### config.mk
export PLATFORM = sky130hd
export DESIGN_NAME = expanded_halftone_blit_orders
export DESIGN_NICKNAME = d
export VERILOG_FILES = /design/src/blit_order_pkg.sv /design/src/expanded_halftone_blit_orders.sv
export SDC_FILE = /design/constraint.sdc
export NUM_CORES = 2
export LEC_CHECK = 0
export CAP_MARGIN = 15
export CORE_ASPECT_RATIO = 0.75
export CORE_MARGIN = 5
export CORE_UTILIZATION = 36
export DETAILED_ROUTE_END_ITERATION = 10
export DONT_BUFFER_PORTS = 1
export HOLD_SLACK_MARGIN = 0.03
export PLACE_DENSITY_LB_ADDON = 0.05
export SLEW_MARGIN = 20
export SYNTH_ARGS = -nofsm -noshare
export SYNTH_HDL_FRONTEND = slang
export SYNTH_SLANG_ARGS = --single-unit
export TNS_END_PERCENT = 20
### constraint.sdc
create_clock -name clk_sys -period 13.75 [get_ports clk_sys]
set_input_delay 2.75 -clock clk_sys [delete_from_list [all_inputs] [get_ports clk_sys]]
set_output_delay 2.75 -clock clk_sys [all_outputs]
set_load 0.02 [all_outputs]
### src/blit_order_pkg.sv
// Constants and state encoding for the display-list order executor
package blit_order_pkg;

   // ----------------------------------------------------------------
   // Order codes
   // ----------------------------------------------------------------
   localparam logic [7:0] OP_EXP_HT_BLIT = 8'h27;
   localparam logic [7:0] OP_BRANCH = 8'h01;
   localparam logic [7:0] RESERVED_BYTE = 8'h00;

   // ----------------------------------------------------------------
   // Order layout in 16-bit words, opcode in the high byte of word 0
   // ----------------------------------------------------------------
   localparam logic [3:0] BLIT_WORDS = 4'd13;
   localparam logic [3:0] BRANCH_WORDS = 4'd3;
   localparam int IX_OPC = 0;
   localparam int IX_DA = 1;
   localparam int IX_FW = 3;
   localparam int IX_FH = 4;
   localparam int IX_SA = 5;
   localparam int IX_SW = 7;
   localparam int IX_MUL = 8;
   localparam int IX_HXR = 9;
   localparam int IX_HYR = 10;
   localparam int IX_HA = 11;
   localparam int IX_TGT = 1;
   localparam int OPC_HI = 15;
   localparam int OPC_LO = 8;
   localparam int RSV_HI = 7;
   localparam int RSV_LO = 0;

   // ----------------------------------------------------------------
   // Scale and clip fields of the multiplier word
   // ----------------------------------------------------------------
   localparam int X_CLIP_OFFSET_HI = 15;
   localparam int X_CLIP_OFFSET_LO = 12;
   localparam int X_SCALE_MULTIPLIER_HI = 11;
   localparam int X_SCALE_MULTIPLIER_LO = 8;
   localparam int Y_CLIP_OFFSET_HI = 7;
   localparam int Y_CLIP_OFFSET_LO = 4;
   localparam int Y_SCALE_MULTIPLIER_HI = 3;
   localparam int Y_SCALE_MULTIPLIER_LO = 0;
   // One bit per horizontal multiplier code; a cleared bit means no X scaling
   localparam logic [15:0] X_SCALE_MULTIPLIER_SUPPORTED = 16'hFFFF;

   // ----------------------------------------------------------------
   // Address handling
   // ----------------------------------------------------------------
   localparam int LIST_ADDR_W = 28;
   localparam logic [27:0] LIST_WORD_STEP = 28'h000_0002;
   localparam logic [27:0] BRANCH_ALIGN_MASK = 28'hFFF_FFFE;
   localparam logic [31:0] BIT_STEP = 32'h0000_0001;
   localparam logic [15:0] COUNT_ONE = 16'h0001;
   localparam logic [3:0] REP_ONE = 4'h1;
   localparam logic [3:0] REP_ZERO = 4'h0;

   // ----------------------------------------------------------------
   // Executor states
   // ----------------------------------------------------------------
   typedef enum logic [7:0] {
      ST_IDLE = 8'b0000_0001,
      ST_FETCH = 8'b0000_0010,
      ST_EXEC = 8'b0000_0100,
      ST_SRC = 8'b0000_1000,
      ST_HT = 8'b0001_0000,
      ST_DST = 8'b0010_0000,
      ST_WRITE = 8'b0100_0000,
      ST_STEP = 8'b1000_0000
   } exec_state_t;

endpackage

### src/expanded_halftone_blit_orders.sv
// Display-list executor for the expanded halftone blit order and the branch order
// Operation
// - Blit order: 0x27, zero byte, then parameters; thirteen words in all.
// - Expand source, combine with halftone and destination by the three-operand code.
// - Halftone wraps at its right and bottom edges, tiling the frame.
// - Frame no larger than expanded source; smaller frames use only part.
// - Source starts upper left; source warp advances each source scanline.
// - Warp from the source bitmap setup is ignored for this order.
// - X multiplier low nibble, codes 0-15; unsupported codes mean no X scaling.
// - X offset high nibble skips that many leftmost expanded bits.
// - Y multiplier low nibble accepts every code 0-15 as factor 1-16.
// - Y offset high nibble skips that many top expanded scanlines.
// - Branch order: 0x01, zero byte, then 28-bit target byte address.
// - Branch loads the list pointer with the target and fetches there.
// - Branch target least significant bit is forced to zero.
`timescale 1ns/1ns

module expanded_halftone_blit_orders
   import blit_order_pkg::*;
(
   input wire logic clk_sys,
   input wire logic reset_n,
   input wire logic start,
   input wire logic [27:0] listStartAddr,
   input wire logic [15:0] destinationWarp,
   input wire logic [15:0] halftoneWidth,
   input wire logic [15:0] halftoneHeight,
   input wire logic [7:0] booleanCode,
   output logic busy,
   output logic done,
   output logic orderError,
   output logic [27:0] listPointer,
   output logic memReq,
   output logic [27:0] memAddr,
   input wire logic [15:0] memRData,
   input wire logic memAck,
   output logic bitReq,
   output logic bitWe,
   output logic [31:0] bitAddr,
   output logic bitWData,
   input wire logic bitRData,
   input wire logic bitAck
);

   // ----------------------------------------------------------------
   // State
   // ----------------------------------------------------------------
   exec_state_t state_q;
   logic [15:0] param_q [0:13];
   logic [3:0] wordIdx_q;
   logic [27:0] ptr_q;
   logic done_q;
   logic error_q;
   logic [31:0] destRow_q;
   logic [31:0] destBit_q;
   logic [31:0] srcRow_q;
   logic [31:0] srcBit_q;
   logic [31:0] htTop_q;
   logic [31:0] htRow_q;
   logic [31:0] htBit_q;
   logic [31:0] htColOff_q;
   logic [15:0] hxRem_q;
   logic [15:0] hyRem_q;
   logic [15:0] colLeft_q;
   logic [15:0] rowLeft_q;
   logic [3:0] xRep_q;
   logic [3:0] yRep_q;
   logic srcPix_q;
   logic htPix_q;
   logic wData_q;

   // ----------------------------------------------------------------
   // Decode of the stored order
   // ----------------------------------------------------------------
   logic [7:0] opcode;
   logic [7:0] fetchOpcode;
   logic [3:0] needWords;
   logic [3:0] xMulRaw;
   logic [3:0] xMulEff;
   logic [3:0] x_clip_offset;
   logic [3:0] y_scale_multiplier;
   logic [3:0] y_clip_offset;
   logic [31:0] daParam;
   logic [31:0] saParam;
   logic [31:0] haParam;
   logic [31:0] htRowStart;
   logic [31:0] htLinesAbove;
   logic [31:0] branchTarget;
   logic lastCol;
   logic lastRow;
   logic [31:0] nextDestRow;
   logic [31:0] nextSrcRow;
   logic [31:0] nextHtRow;

   assign opcode = param_q[IX_OPC][OPC_HI:OPC_LO];
   assign fetchOpcode = (wordIdx_q == REP_ZERO) ? memRData[OPC_HI:OPC_LO] : opcode;
   // The reserved byte is not checked; only the opcode selects the length
   assign needWords = (fetchOpcode == OP_EXP_HT_BLIT) ? BLIT_WORDS :
                      (fetchOpcode == OP_BRANCH) ? BRANCH_WORDS : REP_ZERO;
   assign xMulRaw = param_q[IX_MUL][X_SCALE_MULTIPLIER_HI:X_SCALE_MULTIPLIER_LO];
   assign xMulEff = X_SCALE_MULTIPLIER_SUPPORTED[xMulRaw] ? xMulRaw : REP_ZERO;
   assign x_clip_offset = param_q[IX_MUL][X_CLIP_OFFSET_HI:X_CLIP_OFFSET_LO];
   assign y_scale_multiplier = param_q[IX_MUL][Y_SCALE_MULTIPLIER_HI:Y_SCALE_MULTIPLIER_LO];
   assign y_clip_offset = param_q[IX_MUL][Y_CLIP_OFFSET_HI:Y_CLIP_OFFSET_LO];
   assign daParam = {param_q[IX_DA], param_q[IX_DA + 1]};
   assign saParam = {param_q[IX_SA], param_q[IX_SA + 1]};
   assign haParam = {param_q[IX_HA], param_q[IX_HA + 1]};
   assign branchTarget = {param_q[IX_TGT], param_q[IX_TGT + 1]};
   // Halftone row start and top of the tile, located from the remainders
   assign htRowStart = haParam - {16'h0000, halftoneWidth - param_q[IX_HXR]};
   assign htLinesAbove = {16'h0000, halftoneHeight - param_q[IX_HYR]} *
                         {16'h0000, halftoneWidth};
   assign lastCol = (colLeft_q == COUNT_ONE);
   assign lastRow = (rowLeft_q == COUNT_ONE);
   assign nextDestRow = destRow_q + {16'h0000, destinationWarp};
   // Only the order's own warp steps the source, never the source setup warp
   assign nextSrcRow = (yRep_q == y_scale_multiplier) ?
                       srcRow_q + {16'h0000, param_q[IX_SW]} : srcRow_q;
   assign nextHtRow = (hyRem_q == COUNT_ONE) ? htTop_q :
                      htRow_q + {16'h0000, halftoneWidth};

   // ----------------------------------------------------------------
   // Order fetch, dispatch and sequencing
   // ----------------------------------------------------------------
   always_ff @(posedge clk_sys or negedge reset_n) begin
      if (!reset_n) begin
         state_q <= ST_IDLE;
         wordIdx_q <= REP_ZERO;
         ptr_q <= '0;
         done_q <= 1'b0;
         error_q <= 1'b0;
      end else begin
         done_q <= 1'b0;
         error_q <= 1'b0;
         case (state_q)
            ST_IDLE: begin
               if (start) begin
                  ptr_q <= listStartAddr;
                  wordIdx_q <= REP_ZERO;
                  state_q <= ST_FETCH;
               end
            end
            ST_FETCH: begin
               if (memAck) begin
                  ptr_q <= ptr_q + LIST_WORD_STEP;
                  if (needWords == REP_ZERO) begin
                     error_q <= 1'b1;
                     done_q <= 1'b1;
                     state_q <= ST_IDLE;
                  end else if (wordIdx_q + REP_ONE == needWords) begin
                     wordIdx_q <= REP_ZERO;
                     state_q <= ST_EXEC;
                  end else begin
                     wordIdx_q <= wordIdx_q + REP_ONE;
                  end
               end
            end
            ST_EXEC: begin
               if (opcode == OP_BRANCH) begin
                  ptr_q <= branchTarget[LIST_ADDR_W-1:0] & BRANCH_ALIGN_MASK;
                  state_q <= ST_FETCH;
               end else if (param_q[IX_FW] == '0 || param_q[IX_FH] == '0) begin
                  state_q <= ST_FETCH;
               end else begin
                  state_q <= ST_SRC;
               end
            end
            ST_SRC: begin
               if (bitAck) begin
                  state_q <= ST_HT;
               end
            end
            ST_HT: begin
               if (bitAck) begin
                  state_q <= ST_DST;
               end
            end
            ST_DST: begin
               if (bitAck) begin
                  state_q <= ST_WRITE;
               end
            end
            ST_WRITE: begin
               if (bitAck) begin
                  state_q <= ST_STEP;
               end
            end
            ST_STEP: begin
               state_q <= (lastCol && lastRow) ? ST_FETCH : ST_SRC;
            end
            default: begin
               state_q <= ST_IDLE;
            end
         endcase
      end
   end

   // ----------------------------------------------------------------
   // Parameter capture
   // ----------------------------------------------------------------
   always_ff @(posedge clk_sys or negedge reset_n) begin
      if (!reset_n) begin
         for (int i = 0; i < 14; i++) begin
            param_q[i] <= '0;
         end
      end else if (state_q == ST_FETCH && memAck) begin
         param_q[wordIdx_q] <= memRData;
      end
   end

   // ----------------------------------------------------------------
   // Pixel operands and Boolean combine
   // ----------------------------------------------------------------
   always_ff @(posedge clk_sys or negedge reset_n) begin
      if (!reset_n) begin
         srcPix_q <= 1'b0;
         htPix_q <= 1'b0;
         wData_q <= 1'b0;
      end else if (bitAck) begin
         if (state_q == ST_SRC) begin
            srcPix_q <= bitRData;
         end
         if (state_q == ST_HT) begin
            htPix_q <= bitRData;
         end
         if (state_q == ST_DST) begin
            wData_q <= booleanCode[{srcPix_q, htPix_q, bitRData}];
         end
      end
   end

   // ----------------------------------------------------------------
   // Destination and source walkers with scaling and clipping
   // ----------------------------------------------------------------
   always_ff @(posedge clk_sys or negedge reset_n) begin
      if (!reset_n) begin
         destRow_q <= '0;
         destBit_q <= '0;
         srcRow_q <= '0;
         srcBit_q <= '0;
         xRep_q <= REP_ZERO;
         yRep_q <= REP_ZERO;
         colLeft_q <= '0;
         rowLeft_q <= '0;
      end else if (state_q == ST_EXEC) begin
         destRow_q <= daParam;
         destBit_q <= daParam;
         srcRow_q <= saParam;
         srcBit_q <= saParam;
         xRep_q <= x_clip_offset;
         yRep_q <= y_clip_offset;
         colLeft_q <= param_q[IX_FW];
         rowLeft_q <= param_q[IX_FH];
      end else if (state_q == ST_STEP) begin
         if (lastCol) begin
            destRow_q <= nextDestRow;
            destBit_q <= nextDestRow;
            srcRow_q <= nextSrcRow;
            srcBit_q <= nextSrcRow;
            yRep_q <= (yRep_q == y_scale_multiplier) ? REP_ZERO : yRep_q + REP_ONE;
            xRep_q <= x_clip_offset;
            colLeft_q <= param_q[IX_FW];
            rowLeft_q <= rowLeft_q - COUNT_ONE;
         end else begin
            destBit_q <= destBit_q + BIT_STEP;
            colLeft_q <= colLeft_q - COUNT_ONE;
            if (xRep_q == xMulEff) begin
               xRep_q <= REP_ZERO;
               srcBit_q <= srcBit_q + BIT_STEP;
            end else begin
               xRep_q <= xRep_q + REP_ONE;
            end
         end
      end
   end

   // ----------------------------------------------------------------
   // Halftone walker with tiling
   // ----------------------------------------------------------------
   always_ff @(posedge clk_sys or negedge reset_n) begin
      if (!reset_n) begin
         htTop_q <= '0;
         htRow_q <= '0;
         htBit_q <= '0;
         htColOff_q <= '0;
         hxRem_q <= '0;
         hyRem_q <= '0;
      end else if (state_q == ST_EXEC) begin
         htTop_q <= htRowStart - htLinesAbove;
         htRow_q <= htRowStart;
         htBit_q <= haParam;
         htColOff_q <= {16'h0000, halftoneWidth - param_q[IX_HXR]};
         hxRem_q <= param_q[IX_HXR];
         hyRem_q <= param_q[IX_HYR];
      end else if (state_q == ST_STEP) begin
         if (lastCol) begin
            htRow_q <= nextHtRow;
            htBit_q <= nextHtRow + htColOff_q;
            hxRem_q <= param_q[IX_HXR];
            hyRem_q <= (hyRem_q == COUNT_ONE) ? halftoneHeight : hyRem_q - COUNT_ONE;
         end else if (hxRem_q == COUNT_ONE) begin
            htBit_q <= htRow_q;
            hxRem_q <= halftoneWidth;
         end else begin
            htBit_q <= htBit_q + BIT_STEP;
            hxRem_q <= hxRem_q - COUNT_ONE;
         end
      end
   end

   // ----------------------------------------------------------------
   // Outputs
   // ----------------------------------------------------------------
   assign busy = (state_q != ST_IDLE);
   assign done = done_q;
   assign orderError = error_q;
   assign listPointer = ptr_q;
   assign memReq = (state_q == ST_FETCH);
   assign memAddr = ptr_q;
   assign bitReq = (state_q == ST_SRC) || (state_q == ST_HT) ||
                   (state_q == ST_DST) || (state_q == ST_WRITE);
   assign bitWe = (state_q == ST_WRITE);
   assign bitWData = wData_q;
   assign bitAddr = (state_q == ST_SRC) ? srcBit_q :
                    (state_q == ST_HT) ? htBit_q : destBit_q;

endmodule

* Word-level counts from Yosys, hierarchy flattened *
Memory sizes are Yosys's and may differ from the RTL's.
Cells that the tools add are included.

operators by class
  multipliers = 1
  mux-type cells = 80
  reduce and logical (&&, ||, !) cells = 24
  bitwise logic cells = 1
  $lt $le $gt $ge = 4
  eq/ne operators = 28
  add/subtract/negate cells = 19

operators by type and width
  operator                 count
  $mux W32                 24
  $mux W16                 15
  $bwmux W224              1
  $add A32 B16 Y32         4
  $add A32 B1 Y32 const B  3
  $mux W28                 3
  $pmux W28 S3             1
  $mux W8                  9
  $mux W4                  17
  $demux W16 S4            1
  $eq A16 B1 Y1 const B    4
  $pmux W8 S8              1
  $sub A16 B1 Y16 const B  4
  $logic_not A16 Y1        2
  $mul A16 B16 Y32         1
  $sub A16 B16 Y16         2
  $sub A32 B16 Y32         1
  $sub A32 B32 Y32         1
  $add A28 B2 Y28 const B  1
  $eq A8 B1 Y1 const B     3
  $eq A8 B6 Y1 const B     2
  $add A4 B1 Y4 const B    3
  $eq A4 B4 Y1             3
  $ne A2 B2 Y1 const B     6
  other kinds (26)         45

storage, ports and cells
  memory bits (read-only) = 16
  bits of input ports = 106
  flip-flop bits (word level) = 580
  memories = 1

memories
  name             words  width  rd ports  clocked after Yosys merged registers in  wr ports  RTL line                              text
  (no name shown)  16     1      1         0                                        0         expanded_halftone_blit_orders.sv:101  assign xMulEff = X_SCALE_MULTIPLIER_SUPPORTED[xMulRaw] ? xMulRaw : REP_ZERO;

* Depth between registers and ports, before layout *
  depth in word-level cells = 10
  mapped depth = 41
  mapped depth without buffers = 41

* Worst setup path after synthesis *
No wires, ideal clock.

  path kind = input-to-reg
  start point = input halftoneHeight[0]
  end point = register htTop_q[31]
  arrival time = 11.050 ns
  data required time = 13.673 ns
  slack = 2.624 ns
  cell stages on the path = 39
  cell sequence = inv_1 -> ha_1 -> inv_1 -> fa_1 -> a21o_1 -> a21oi_1 -> o21ai_0 -> a21oi_1 -> o21ai_0 -> a21oi_1 -> o21bai_1 -> a21oi_1 -> o21ai_0 -> xor2_1 -> clkbuf_1 -> nand2_1 -> fa_1 -> inv_1 -> (+3 left out) -> fa_1 -> fa_1 -> inv_1 -> fa_1 -> inv_1 -> ha_1 -> o21ai_0 -> nor2_1 -> o311a_1 -> o31ai_1 -> nand3b_1 -> and2_1 -> a221o_1 -> o31ai_1 -> o2111ai_1 -> a21oi_1 -> xnor3_1 -> o21ai_1

on the way
  longest elaborated chain between the ends = 3

RTL lines
  what                  RTL line                              text
  from (decl)           expanded_halftone_blit_orders.sv:27   input wire logic [15:0] halftoneHeight,
  $sub A16 B16 Y16      expanded_halftone_blit_orders.sv:111  assign htLinesAbove = {16'h0000, halftoneHeight - param_q[IX_HYR]} *
  $mul A16 B16 Y32      expanded_halftone_blit_orders.sv:111
  $sub A32 B32 Y32      expanded_halftone_blit_orders.sv:289  htTop_q <= htRowStart - htLinesAbove;
  to (signal assigned)  expanded_halftone_blit_orders.sv:289
  to (decl)             expanded_halftone_blit_orders.sv:58   logic [31:0] htTop_q;

No other way between the ends.
A chain may end at the register's enable or synchronous reset.

* Worst setup path after layout *
Same ends and word-level chain as after synthesis.

==> results.ini <==
[setup_path]
r2r_start=param_q[48]$_DFFE_PN0P_
crit_slowest_cell=fa_1
rr_endpoint=htTop_q[31]$_DFFE_PN0P_
critical_path.max_fanout=15
crit_path_max_incr_delay_ps=590
worstPathRequired_ps=14310
crit_path_start=halftoneHeight[0]
crit_path_end_kind=register
start_kind=input pin
crit_path_frequent_cell=fa_1
critPathKind=in2reg
r2r.worst_path.cells=37
critPathArrivalTime_ps=12690
r2r_slack_ps=3260

[logic_synthesis]
synth.largest_area_cell=dfrtp_1
syn_inst=5187
synth_seq_cells=556
yosysSeqAreaShare_pct=30.77
yosysTopAreaCellShare_pct=30.71
synthesis.area_um2=45220
syn_area_per_cell_um2=8.718
synthTopCellsByArea=dfrtp_1 31%, fa_1 10%, ha_1 6.1%, mux2_2 5.2%, nand2_1 4.4%
synth_nets=5747
ys.warnings.count=0
synth_edf_count=0
synth_flop_cell=dfrtp_1
async_reset_ff_share_pct=100.0
synth.distinct_cells=100

[power]
irDropWorstVdd_mv=0.5178
p_sw_share_pct=46.21
p_int_mw=5.458
power_density_nw_per_um2=207.8
p_switching_mw=4.689
power.combinational.fraction_pct=61.6
p_leak_nw=22.05
sequentialPowerShare_pct=20.8
power_frac_clock_pct=17.6

[drt]
num_vias=38010
antenna_left=0
wire_per_inst_um=25.12
dr.pass1.iters=6
via_per_inst=5.655
wl_mm=168.9
drc=0
drt_iter0_markers=3403

[sta]
finalCritPeriodShare_pct=88.17
fmax_mhz=82.48
hold_viol=0
relSlewSlack_pct=25.03
min_period_ps=12120
setup_viol=0
rsz0062_at_grt=no
slew_violations=0
worst-slew-pin-transition_ps=1120
fin_skew_ps=33.15
holdWs_ps=484.5
fin_tns_setup_ps=0

[final_layout]
final_common_cell=dfrtp_1
fin_nets=5577
layout-drive-gt1-share_pct=8.529
final_cell_mix=555 x dfrtp_1, 532 x nand2_1, 399 x inv_1
area_growth_pct=7.982

[status]
status=finished, final reports clean

[cts]
cts-root-buf=clkbuf_16
clkTransAtPathRegs_ps=60
cts_tree=yes
cts_buffer_depth=3
ctsHoldBuffers=0
h-tree-depth=3
cts-buffers-inserted=67
cts_sinks=556
ctsResizeCount=0
clkLatencyLatePin_ps=660
cts_setup_buffers=0

[die]
core_area_um2=124600
fp.dieArea_um2=132900
chipWidth_um=419.3
die_h_um=316.9
ioPinCount=201
num_rows=112
start_util_pct=36.30

[min_path]
min_path_type=reg2reg
min_to=htTop_q[14]$_DFFE_PN0P_
hold_depth=2
worstHoldStart=htTop_q[14]$_DFFE_PN0P_

[placed_design]
port_buffers=0
gp_congestion=0.8580
dp_hpwl_mm=119.7

[global_routing]
grt_max_degree=557
gr-total-overflow=0
grt_pass1_vias=36680
grt_pass1_wl_mm=251.9
track_usage_pct=25.16
antenna_found_initial=18

[flow_run]
maxCapViolCount=0

==> worst max-delay path: cells and delay by family <==
family                     cells  cell delay (ps)
buffers and inverters          5              240
muxes                          1              270
xor gates and xnor gates       1              220
and+or+nand+nor                5             1270
AOI/OAI and AO/OA             17             3970
adders and majority gates      9             3960
==> flip-flops by register name, indices dropped and copies added (netlist names), 28 cells and up <==
name          cells
param_q         128
branchTarget     32
destBit_q        32
destRow_q        32
haParam          32
htBit_q          32
htRow_q          32
htTop_q          32
srcBit_q         32
srcRow_q         32
listPointer      28
==> worst max path at each step <==
stage                              endpoint  slack, ps  depth (start not counted)
floorplan           htTop_q[31]$_DFFE_PN0P_       2620                         39
CTS                 htTop_q[31]$_DFFE_PN0P_       1720                         38
global placement    htTop_q[31]$_DFFE_PN0P_       1150                         38
global route        htTop_q[31]$_DFFE_PN0P_        870                         38
finish              htTop_q[31]$_DFFE_PN0P_       1630                         38
detailed placement  htTop_q[31]$_DFFE_PN0P_       1060                         38
==> area by class of cell <==
type | instances | area (µm²)
clock inverter | 16 | 160.2
sequential | 556 | 13910
antenna | 3 | 7.507
tap | 1653 | 2068
inverter | 400 | 1501
timing repair buffer | 70 | 630.6
fill | 12670 | 75750
multi-input combinational | 3922 | 28610
clock buffer | 101 | 1934
==> stage by stage <==
step / worst slack (ps) / cell area [µm²] / utilization (%) / cells / power (mW)
after floorplan: 2624 / 45220 / - / 5187 / 6.867
after global placement: 1151 / 46620 / 37.42 / 6597 / 8.370
after detailed placement: 1063 / 46620 / 37.42 / 6597 / 8.308
after CTS: 1719 / 48710 / 39.10 / 6714 / 10.20
after global routing: 874.2 / 48820 / 39.19 / 6718 / 11.17
final: 1626 / 48830 / 39.20 / 6721 / 10.15
==> cells in the mapped netlist, drive strengths merged (40+ instances only) <==
cell,number
a211oi,67
a21o,62
a21oi,377
a31oi,53
and2,140
and3,65
buf,68
clkbuf,241
dfrtp,555
fa,234
ha,220
inv,399
mux2,209
mux2i,50
nand2,536
nand3,129
nand4,50
nor2,396
nor3,81
o211ai,56
o21ai,409
o22ai,40
xnor2,149
xor2,112
==> per-layer routing <==
| metal | vias to the layer above | wire, µm | global-route usage (%) |
|---|---|---|---|
| met1 | 19160 | 86330 | 39.87 |
| met5 | - | 0 | 0 |
| met4 | 0 | 1768 | 3.153 |
| li1 | 17770 | - | - |
| met2 | 947 | 71970 | 37.53 |
| met3 | 122 | 8781 | 3.030 |
==> power groups by stage <==
stage	Clock [mW]	Combinational (mW)	Sequential (mW)
after floorplan	0	4.87	2.00
after global placement	0	6.23	2.14
after detailed placement	0	6.17	2.14
after CTS	1.83	6.26	2.11
after global routing	1.89	7.14	2.14
final	1.79	6.25	2.11
==> cells by family (layout without fill, tap and decap cells) <==
| kind of cell | count (synthesis) | count (layout) | synth area share, % |
|---|---|---|---|
| compound gates | 1341 | 1341 | 18.27 |
| buf+inv | 709 | 587 | 6.170 |
| other cells | 0 | 3 | 0 |
| mux | 261 | 261 | 6.411 |
| fa+ha+maj | 454 | 454 | 16.45 |
| flops | 556 | 556 | 30.77 |
| simple gates | 1604 | 1604 | 16.81 |
| xor+xnor | 262 | 262 | 5.121 |
Note: power is estimated with default switching activity, not from simulation.
